[src/cbs_pkg.sv]
// Package: constants, register layout and carrier types of the clock buffer config block
package cbs_pkg;

  // ---------------------------------------------------------------
  // Timing
  // ---------------------------------------------------------------
  localparam int CLK_PERIOD_NS = 10;
  // Least start-up delay, rounded up to whole cycles
  localparam int STARTUP_DELAY_NS = 100_000;
  localparam int STARTUP_CYCLES = (STARTUP_DELAY_NS + CLK_PERIOD_NS - 1) / CLK_PERIOD_NS;
  // Whole power-on budget until outputs run
  localparam int POWERUP_BUDGET_NS = 1_800_000;

  // ---------------------------------------------------------------
  // Register indices and fields
  // ---------------------------------------------------------------
  localparam logic [7:0] IDX_MODE = 8'h00;
  localparam logic [7:0] IDX_OEN = 8'h01;
  localparam int MODE_RB_LO = 6;
  localparam int SW_EN_BIT = 3;
  localparam int MODE_RW_LO = 1;
  localparam int FREQ_BIT = 0;
  localparam int OEN_HI_LO = 4;
  localparam int OEN_LO_LO = 1;
  localparam logic SW_EN_RESET = 1'b0;
  localparam logic [1:0] MODE_RW_RESET = 2'b11;
  localparam logic [5:0] OUT_EN_RESET = 6'h3F;
  // Reserved bit values of the mode and output enable bytes, and the unmapped byte
  localparam logic OEN_RSV3 = 1'b0;
  localparam logic OEN_RSV0 = 1'b1;
  localparam logic [1:0] MODE_RSV = 2'b00;
  localparam logic [7:0] UNMAPPED_BYTE = 8'h00;

  // ---------------------------------------------------------------
  // Loop modes (three-level strap encoding)
  // ---------------------------------------------------------------
  localparam logic [1:0] MODE_LBW = 2'b00;
  localparam logic [1:0] MODE_BYPASS = 2'b01;
  localparam logic [1:0] MODE_HBW = 2'b11;

  // ---------------------------------------------------------------
  // SMBus defaults
  // ---------------------------------------------------------------
  localparam logic [6:0] SMB_ADDR_DEFAULT = 7'h6A;
  localparam logic [7:0] READ_COUNT_DEFAULT = 8'h08;

  // ---------------------------------------------------------------
  // Types
  // ---------------------------------------------------------------
  typedef enum logic [2:0] {PU_OFF, PU_DELAY, PU_WAIT, PU_LOCK, PU_RUN} cbs_pu_t;
  typedef enum logic [2:0] {SMB_IDLE, SMB_RX, SMB_ACKO, SMB_TX, SMB_ACKI} cbs_smb_st_t;
  typedef enum logic [1:0] {ROLE_ADDR, ROLE_INDEX, ROLE_COUNT, ROLE_WDATA} cbs_role_t;

  typedef struct packed {
    logic scl_rise;
    logic scl_fall;
    logic sda;
    logic start;
    logic stop;
  } cbs_evt_t;

  typedef struct packed {
    cbs_smb_st_t st;
    cbs_role_t role;
    logic [3:0] bit_cnt;
    logic [7:0] shreg;
    logic [7:0] ptr;
    logic [7:0] remain;
    logic rd;
    logic acked;
  } cbs_smb_t;

  typedef struct packed {
    logic sw_en;
    logic [1:0] mode_rw;
    logic [5:0] out_en;
    logic strap_done;
    logic [1:0] strap_mode;
    logic strap_freq;
  } cbs_cfg_t;

endpackage

[src/cbs_smb_pins.sv]
// Serial pin conditioner: synchronises clock and data, finds edges, start and stop
module cbs_smb_pins
  import cbs_pkg::*;
(
  input wire logic clk_i,
  input wire logic resetn_i,
  input wire logic scl_i,
  input wire logic sda_i,
  output cbs_evt_t evt_o
);

  // ---------------------------------------------------------------
  // Two-stage synchronisers plus one history stage
  // ---------------------------------------------------------------
  logic [2:0] scl_q;
  logic [2:0] sda_q;
  logic [2:0] next_scl_q;
  logic [2:0] next_sda_q;

  // Shift in; only stage 1 and 2 are read by logic
  always_comb begin
    next_scl_q = {scl_q[1:0], scl_i};
    next_sda_q = {sda_q[1:0], sda_i};
  end

  // Idle bus is high on both lines
  always_ff @(posedge clk_i) begin
    if (!resetn_i) begin
      scl_q <= 3'h7;
      sda_q <= 3'h7;
    end else begin
      scl_q <= next_scl_q;
      sda_q <= next_sda_q;
    end
  end

  // Events from synchronised and delayed stages
  always_comb begin
    evt_o.scl_rise = scl_q[1] & ~scl_q[2];
    evt_o.scl_fall = ~scl_q[1] & scl_q[2];
    evt_o.sda = sda_q[1];
    evt_o.start = scl_q[1] & scl_q[2] & sda_q[2] & ~sda_q[1];
    evt_o.stop = scl_q[1] & scl_q[2] & ~sda_q[2] & sda_q[1];
  end

endmodule

[src/cbs_clock_buffer_cfg.sv]
// Clock buffer configuration: power-up sequencer, SMBus target and config bytes
// Summary of operation
// - Supply valid starts fixed start-up delay
// - Then wait for reference and power-good rise
// - Outputs run only once loop locked
// - Power-on to outputs under 1.8 ms
// - No reference clock keeps outputs disabled
// - Write: ack address, index and count
// - Write data to consecutive indices, ack each
// - Read: ack address, index, read address
// - Read returns count then consecutive bytes
// - Byte0 bits 7:6 latched strap mode
// - Byte0 bit3 selects strap or software mode
// - Software mode from byte0 bits 2:1
// - Byte0 bit0 latched frequency strap readback
// - Enable bit zero forces pair low
// - Byte1 bit map of outputs five..zero
// - Output runs: enable bit and pin low
// - Straps latched on first power-good rise
// - Strap picks high bandwidth, bypass, low
module cbs_clock_buffer_cfg
  import cbs_pkg::*;
#(
  parameter int STARTUP_CYCLES_P = STARTUP_CYCLES,
  parameter logic [6:0] SMB_ADDR = SMB_ADDR_DEFAULT,
  parameter logic [7:0] READ_COUNT = READ_COUNT_DEFAULT
) (
  input wire logic clk_i,
  input wire logic resetn_i,
  input wire logic supply_valid_i,
  input wire logic power_good_powerdown_n_i,
  input wire logic ref_clk_detect_i,
  input wire logic pll_lock_i,
  input wire logic frequency_select_strap_i,
  input wire logic [1:0] loop_bandwidth_strap_i,
  input wire logic [5:0] oe_n_i,
  input wire logic scl_i,
  input wire logic sda_i,
  output logic sda_o,
  output logic sda_oe_o,
  output logic [5:0] differential_output_pair_en_o,
  output logic [1:0] pll_mode_o,
  output logic pll_enable_o,
  output logic freq_100m_o,
  output logic ready_o
);

  localparam int DLY_W = $clog2(STARTUP_CYCLES_P + 1);

  // Refuse a delay that cannot fit the power-on budget
  if (STARTUP_CYCLES_P < 1 || STARTUP_CYCLES_P * CLK_PERIOD_NS >= POWERUP_BUDGET_NS) begin : g_chk
    $error("startup cycles out of range");
  end

  // ---------------------------------------------------------------
  // Pin synchronisers
  // ---------------------------------------------------------------
  logic [12:0] sync_m;
  logic [12:0] sync_s;
  logic pg_d;
  logic supply_s;
  logic pg_s;
  logic ref_s;
  logic lock_s;
  logic fsel_s;
  logic [1:0] bw_s;
  logic [5:0] oe_n_s;
  logic pg_rise;

  // Straps and status pins are asynchronous to clk_i
  always_ff @(posedge clk_i) begin
    if (!resetn_i) begin
      sync_m <= 13'h0000;
      sync_s <= 13'h0000;
      pg_d <= 1'b0;
    end else begin
      sync_m <= {supply_valid_i, power_good_powerdown_n_i, ref_clk_detect_i, pll_lock_i,
                 frequency_select_strap_i, loop_bandwidth_strap_i, oe_n_i};
      sync_s <= sync_m;
      pg_d <= sync_s[11];
    end
  end

  assign {supply_s, pg_s, ref_s, lock_s, fsel_s, bw_s, oe_n_s} = sync_s;
  assign pg_rise = pg_s & ~pg_d;

  // ---------------------------------------------------------------
  // Serial pin conditioner
  // ---------------------------------------------------------------
  cbs_evt_t evt;

  cbs_smb_pins u_pins (
    .clk_i(clk_i),
    .resetn_i(resetn_i),
    .scl_i(scl_i),
    .sda_i(sda_i),
    .evt_o(evt)
  );

  // Read decode for data loads; the count load uses READ_COUNT
  function automatic logic [7:0] read_byte(input logic [7:0] idx, input cbs_cfg_t c);
    logic [7:0] b;
    b = UNMAPPED_BYTE;
    case (idx)
      IDX_MODE: b = {c.strap_mode, MODE_RSV, c.sw_en, c.mode_rw, c.strap_freq};
      IDX_OEN: b = {c.out_en[5:2], OEN_RSV3, c.out_en[1:0], OEN_RSV0};
      default: b = UNMAPPED_BYTE;
    endcase
    return b;
  endfunction

  // ---------------------------------------------------------------
  // SMBus target byte engine
  // ---------------------------------------------------------------
  cbs_smb_t smb;
  cbs_smb_t next_smb;
  cbs_cfg_t cfg;
  cbs_cfg_t next_cfg;
  logic wr_stb;
  logic [7:0] wr_idx;
  logic [7:0] wr_data;
  logic next_sda_oe;

  always_comb begin
    next_smb = smb;
    wr_stb = 1'b0;
    wr_idx = smb.ptr;
    wr_data = smb.shreg;
    if (evt.stop) begin
      next_smb.st = SMB_IDLE;
    end else if (evt.start) begin
      // Repeated start restarts address phase
      next_smb.st = SMB_RX;
      next_smb.role = ROLE_ADDR;
      next_smb.bit_cnt = 4'h0;
    end else begin
      case (smb.st)
        SMB_RX: begin
          if (evt.scl_rise && smb.bit_cnt < 4'h8) begin
            next_smb.shreg = {smb.shreg[6:0], evt.sda};
            next_smb.bit_cnt = smb.bit_cnt + 4'h1;
          end else if (evt.scl_fall && smb.bit_cnt == 4'h8) begin
            next_smb.bit_cnt = 4'h0;
            next_smb.st = SMB_ACKO;
            case (smb.role)
              ROLE_ADDR: begin
                next_smb.rd = smb.shreg[0];
                if (smb.shreg[7:1] != SMB_ADDR) begin
                  next_smb.st = SMB_IDLE;
                end
              end
              ROLE_INDEX: next_smb.ptr = smb.shreg;
              ROLE_COUNT: next_smb.remain = smb.shreg;
              default: begin
                if (smb.remain != 8'h00) begin
                  wr_stb = 1'b1;
                  next_smb.ptr = smb.ptr + 8'h01;
                  next_smb.remain = smb.remain - 8'h01;
                end
              end
            endcase
          end
        end
        SMB_ACKO: begin
          if (evt.scl_fall) begin
            next_smb.bit_cnt = 4'h0;
            if (smb.role == ROLE_ADDR && smb.rd) begin
              next_smb.st = SMB_TX;
              next_smb.shreg = READ_COUNT;
            end else begin
              next_smb.st = SMB_RX;
              case (smb.role)
                ROLE_ADDR: next_smb.role = ROLE_INDEX;
                ROLE_INDEX: next_smb.role = ROLE_COUNT;
                default: next_smb.role = ROLE_WDATA;
              endcase
            end
          end
        end
        SMB_TX: begin
          if (evt.scl_fall) begin
            if (smb.bit_cnt == 4'h7) begin
              next_smb.st = SMB_ACKI;
              next_smb.bit_cnt = 4'h0;
            end else begin
              next_smb.shreg = {smb.shreg[6:0], 1'b0};
              next_smb.bit_cnt = smb.bit_cnt + 4'h1;
            end
          end
        end
        SMB_ACKI: begin
          if (evt.scl_rise) begin
            next_smb.acked = ~evt.sda;
          end else if (evt.scl_fall) begin
            if (smb.acked) begin
              next_smb.st = SMB_TX;
              next_smb.shreg = read_byte(smb.ptr, cfg);
              next_smb.ptr = smb.ptr + 8'h01;
            end else begin
              next_smb.st = SMB_IDLE;
            end
          end
        end
        default: next_smb.st = SMB_IDLE;
      endcase
    end
    // Open drain: pull low for ack or a zero data bit
    next_sda_oe = (next_smb.st == SMB_ACKO) || (next_smb.st == SMB_TX && !next_smb.shreg[7]);
  end

  // Serial engine state; sda_o is the pulled level, always low
  always_ff @(posedge clk_i) begin
    if (!resetn_i) begin
      smb <= '{st: SMB_IDLE, role: ROLE_ADDR, default: '0};
      sda_oe_o <= 1'b0;
      sda_o <= 1'b0;
    end else begin
      smb <= next_smb;
      sda_oe_o <= next_sda_oe;
      sda_o <= 1'b0;
    end
  end

  // ---------------------------------------------------------------
  // Configuration bytes and strap latches
  // ---------------------------------------------------------------
  always_comb begin
    next_cfg = cfg;
    // straps caught once, on first rise
    if (!cfg.strap_done && pg_rise) begin
      next_cfg.strap_done = 1'b1;
      next_cfg.strap_mode = bw_s;
      next_cfg.strap_freq = fsel_s;
    end
    if (wr_stb) begin
      // read-only and reserved bits ignore writes
      case (wr_idx)
        IDX_MODE: begin
          next_cfg.sw_en = wr_data[SW_EN_BIT];
          next_cfg.mode_rw = wr_data[MODE_RW_LO +: 2];
        end
        IDX_OEN: begin
          // outputs 5..2 high nibble, 1..0 bits 2:1
          next_cfg.out_en = {wr_data[OEN_HI_LO +: 4], wr_data[OEN_LO_LO +: 2]};
        end
        default: next_cfg = next_cfg;
      endcase
    end
  end

  // Software bits reset to enabled outputs and high bandwidth
  always_ff @(posedge clk_i) begin
    if (!resetn_i) begin
      cfg <= '{sw_en: SW_EN_RESET, mode_rw: MODE_RW_RESET, out_en: OUT_EN_RESET,
               strap_mode: MODE_HBW, default: '0};
    end else begin
      cfg <= next_cfg;
    end
  end

  // ---------------------------------------------------------------
  // Power-up sequencer
  // ---------------------------------------------------------------
  cbs_pu_t pu;
  cbs_pu_t next_pu;
  logic [DLY_W-1:0] dly;
  logic [DLY_W-1:0] next_dly;
  logic pg_low_seen;
  logic next_pg_low_seen;
  logic [5:0] next_out;
  logic [1:0] next_mode;

  always_comb begin
    next_pu = pu;
    next_dly = dly;
    next_pg_low_seen = pg_low_seen | ~pg_s;
    case (pu)
      PU_OFF: begin
        next_pu = PU_DELAY;
        next_dly = '0;
      end
      PU_DELAY: begin
        // fixed delay leaves room in budget
        if (dly == DLY_W'(STARTUP_CYCLES_P - 1)) begin
          next_pu = PU_WAIT;
        end else begin
          next_dly = dly + 1'b1;
        end
      end
      PU_WAIT: begin
        // needs reference and a low-to-high power-good
        if (ref_s && pg_s && pg_low_seen) begin
          next_pu = PU_LOCK;
        end
      end
      PU_LOCK: begin
        if (!pg_s || !ref_s) begin
          next_pu = PU_WAIT;
        end else if (lock_s) begin
          next_pu = PU_RUN;
        end
      end
      PU_RUN: begin
        // lost reference drops back to waiting
        if (!pg_s || !ref_s || !lock_s) begin
          next_pu = PU_WAIT;
        end
      end
      default: next_pu = PU_OFF;
    endcase
    if (!supply_s) begin
      next_pu = PU_OFF;
      next_pg_low_seen = 1'b0;
    end
    // pair runs with bit set and pin low
    // cleared enable bit holds pair low/low
    next_out = (next_pu == PU_RUN) ? (cfg.out_en & ~oe_n_s) : 6'h00;
    // override bit picks the mode source
    next_mode = cfg.sw_en ? cfg.mode_rw : cfg.strap_mode;
  end

  // Outputs registered so pins never glitch on decode
  always_ff @(posedge clk_i) begin
    if (!resetn_i) begin
      pu <= PU_OFF;
      dly <= '0;
      pg_low_seen <= 1'b0;
      differential_output_pair_en_o <= 6'h00;
      pll_mode_o <= MODE_RW_RESET;
      pll_enable_o <= 1'b0;
      freq_100m_o <= 1'b0;
      ready_o <= 1'b0;
    end else begin
      pu <= next_pu;
      dly <= next_dly;
      pg_low_seen <= next_pg_low_seen;
      differential_output_pair_en_o <= next_out;
      pll_mode_o <= next_mode;
      pll_enable_o <= (next_pu == PU_LOCK) || (next_pu == PU_RUN);
      freq_100m_o <= cfg.strap_freq;
      ready_o <= (next_pu == PU_RUN);
    end
  end
endmodule

[config.mk]
export PLATFORM = sky130hd
export DESIGN_NAME = cbs_clock_buffer_cfg
export DESIGN_NICKNAME = d
export VERILOG_FILES = /design/src/cbs_pkg.sv /design/src/cbs_smb_pins.sv /design/src/cbs_clock_buffer_cfg.sv
export SDC_FILE = /design/constraint.sdc
export NUM_CORES = 1
export LEC_CHECK = 0
export CORE_MARGIN = 2
export CORE_UTILIZATION = 56
export DETAILED_ROUTE_END_ITERATION = 12
export DONT_BUFFER_PORTS = 1
export PLACE_DENSITY = 0.68
export RECOVER_POWER = 100
export SYNTH_ARGS = -nofsm -noshare
export SYNTH_HDL_FRONTEND = slang
export SYNTH_SLANG_ARGS = --single-unit
[constraint.sdc]
create_clock -name clk_i -period 3.1 [get_ports clk_i]
set_input_delay 0.155 -clock clk_i [delete_from_list [all_inputs] [get_ports clk_i]]
set_output_delay 0.155 -clock clk_i [all_outputs]
set_load 0.05 [all_outputs]
==> summary.md <==
| Metric | Value |
|---|---|
| Result of the run | `finished, final reports clean` |
| Crit. End Element | `register` |
| Worst vdd ir | `between 0.0003 and 0.0004 V` |
| GRT met1 Usage | `~30%` |
| Pwr per Cell Area | `roughly 460 mW/mm^2` |
| Warnings, synthesis | `0` |
| Total length of routed wires | `roughly 10000 um` |
| Initial Utilization | `between 50% and 60%` |
| Reg-to-reg setup timing slack | `approximately 410 ps` |
| Die outline width | `roughly 97 um` |
| Max-cap violations | `0` |
| Ys flop type | `dfxtp_1` |
| Worst-Skew Late Latency | `390 ps` |
| Top Usage Layer GRT | `met2` |
| Worst Path Arrival | `~3000 ps` |
| Detailed Routing Iterations Pass 1 | `4` |
| # rows | `34` |
| Syn_nets | `roughly 600` |
| CTS tree | `built` |
| Area grow syn2layout | `9.87%` |
| EDFF count, synth | `0` |
| Total clock sinks | `111` |
| DR WL/cell | `~15 um` |
| GRT Util Overall | `22.2%` |
| Reg clk slew, reported paths | `about 130 ps` |
| Post-layout min period | `approximately 2700 ps` |
| Fin nets | `595` |
| RSZ-0062 raised after global routing | `false` |
| Antenna violations before repair | `0` |
| Pre-CTS setup slack | `roughly 470 ps` |
| DRC Markers | `0` |
| Area after DPL | `slightly below 0.005 mm^2` |
| Max-slew headroom | `between 10% and 20%` |
| CP Class | `reg2reg` |
| Slew @ Worst Pin | `between 1000 and 1500 ps` |
| Post-DP HPWL | `a little under 7000 um` |
| Number of global-route vias before repair | `between 3000 and 4000` |
| Global route overflow | `0` |
| Mapped Cells | `around 560` |
| Buffers on Ports | `0` |
| Vias | `between 3000 and 4000` |
| Ant diodes | `0` |
| Largest net degree at the start of global routing | `between 60 and 70` |
| I/O pin count | `30` |
| Commonest cells after routing, fill and taps aside | `dfxtp_1 (111), nand2_1 (64), nor2_1 (51), a21oi_1 (30)` |
| Root Driver | `clkbuf_8` |
| Routed Antenna Nets | `0` |
| Max Freq | `372 MHz` |
| Gpl congestion | `0.940` |
| P_leak | `about 1.9 nW` |
| Commonest non-fill, non-tap cell in the layout | `dfxtp_1` |
| Crit share post-route | `86.8%` |
| Final Setup Violations | `0` |
| Post-Layout Cell Count | `approximately 680` |
| Met2 usage | `approximately 36%` |
| HP Class | `in2reg` |
| Placed cell count | `651` |
| Global Route met3 Usage | `under 10%` |
| Sequential fraction of the synthesis area | `between 40 and 50%` |
| Die Height | `97.5 um` |
| Fin area | `~0.0054 mm^2` |
| Critical Path RT | `3370 ps` |
| Num CTS Buffers | `9` |
| H-Tree Depth | `3` |
| First-pass GRT wire length | `about 17000 um` |
| Final setup margin | `roughly 410 ps` |
| Die area | `approximately 0.0095 mm^2` |
| Final hold viol count | `0` |
| Mapped cell area | `~0.0049 mm^2` |
| Worst clock skew | `17.5 ps` |
| Type of origin of the critical path | `register` |
| Fin util | `between 60% and 70%` |
| CP Max Fanout | `13` |
| Synthesized flop and latch total | `~110` |
| Final Max Slew Viols | `0` |
| Layout cell share with drive strength beyond 1 | `5.38%` |
| Avg Cell Area, Syn | `roughly 8.7 um^2` |
| Share of flip-flops with an asynchronous set or reset | `0%` |
| Setup TNS Final | `0 ps` |
| Post-synthesis cell type count | `59` |
| Via density | `between 5 and 6` |
| Drt initial violations | `about 170` |
| Core area | `~0.0086 mm^2` |
| CTS max path bufs | `2` |
-- worst paths after layout --
kind | to | startpoint | depth (start not counted)
setup / recovery | cfg[7]$_SDFFE_PN1P_ | smb[32]$_SDFF_PN0_ | 5
setup reg to reg | cfg[7]$_SDFFE_PN1P_ | smb[32]$_SDFF_PN0_ | 5
hold / removal | cfg[1]$_SDFFE_PN1P_ | resetn_i | 2
hold reg to reg | differential_output_pair_en_o[3]$_SDFF_PN0_ | sync_s[3]$_SDFF_PN0_ | 1
-- logic make-up after synthesis --
family	share of synthesized area [%]
adders and majority gates	1.79
muxes	3.89
other	0.0766
buffers and inverters	3.89
xor gates and xnor gates	2.68
AOI/OAI and AO/OA	14.3
and+or+nand+nor	28.0
DFF	45.4
-- power by group --
group	switching, W	leakage (nW)	internal (W)	total [W]
sequential	0.0000166	0.902	0.00145	0.00147
combinational	0.0000447	0.868	0.0000408	0.0000856
clock	0.000593	0.115	0.000350	0.000943
-- metrics by stage --
step | hold WS, ps | power, W
2_1_floorplan | 256 | 0.00155
3_3_place_gp | 222 | 0.00155
3_5_place_dp | 228 | 0.00156
4_1_cts | 24.0 | 0.00252
5_1_grt | 35.2 | 0.00258
6_report | 36.5 | 0.00249
-- area by class of cell --
| cell class | count | area [um^2] |
|---|---|---|
| Clock inverter | 7 | 113 |
| Inverter | 18 | 67.6 |
| Sequential cell | 111 | 2220 |
| Multi-Input combinational cell | 405 | 2480 |
| Tap cell | 108 | 135 |
| Timing Repair Buffer | 26 | 236 |
| Clock buffer | 9 | 124 |
| Fill cell | 751 | 3220 |
-- cells in the mapped netlist (13+ instances only) --
master    number  area, um^2
dfxtp_1      111        2220
nand2_1       64         240
nor2_1        51         191
and2_1        32         200
a21oi_1       30         150
clkbuf_1      24        90.1
o21ai_0       22         110
mux2i_1       19         190
inv_1         18        67.6
nor3_1        15        75.1
nand3_1       14        70.1
nand2b_1      13        81.3
xnor2_1       13         114
-- repair_timing --
item	in CTS	in global routing
hold endpoints to repair	62	0
hold buffers	17	0
setup buffers	0	0
resized for setup	0	0
-- metal layers --
metal / up-vias / share of wire (%) / wire length, um
li1: 1991 / - / -
met1: 1877 / 47 / 4890
met2: 94 / 47 / 4950
met3: 17 / 4.5 / 474
met4: 0 / 1.6 / 169
met5: - / 0 / 0
-- registers in the layout, indices dropped and copies added (netlist names), 6 cells and up --
name                           flops
wr_data                            8
sync_m                            13
smb                               19
dly                               14
wr_idx                             8
sync_s                            13
cfg                               13
differential_output_pair_en_o      6
-- critical path, stage by stage (launching register included) --
cell and delay [ps]:
dfxtp_1 580, or3b_1 460, or4b_1 630, nor4b_4 600
mux2i_1 250, nand2_1 60
(Power assumes the default switching activity.)
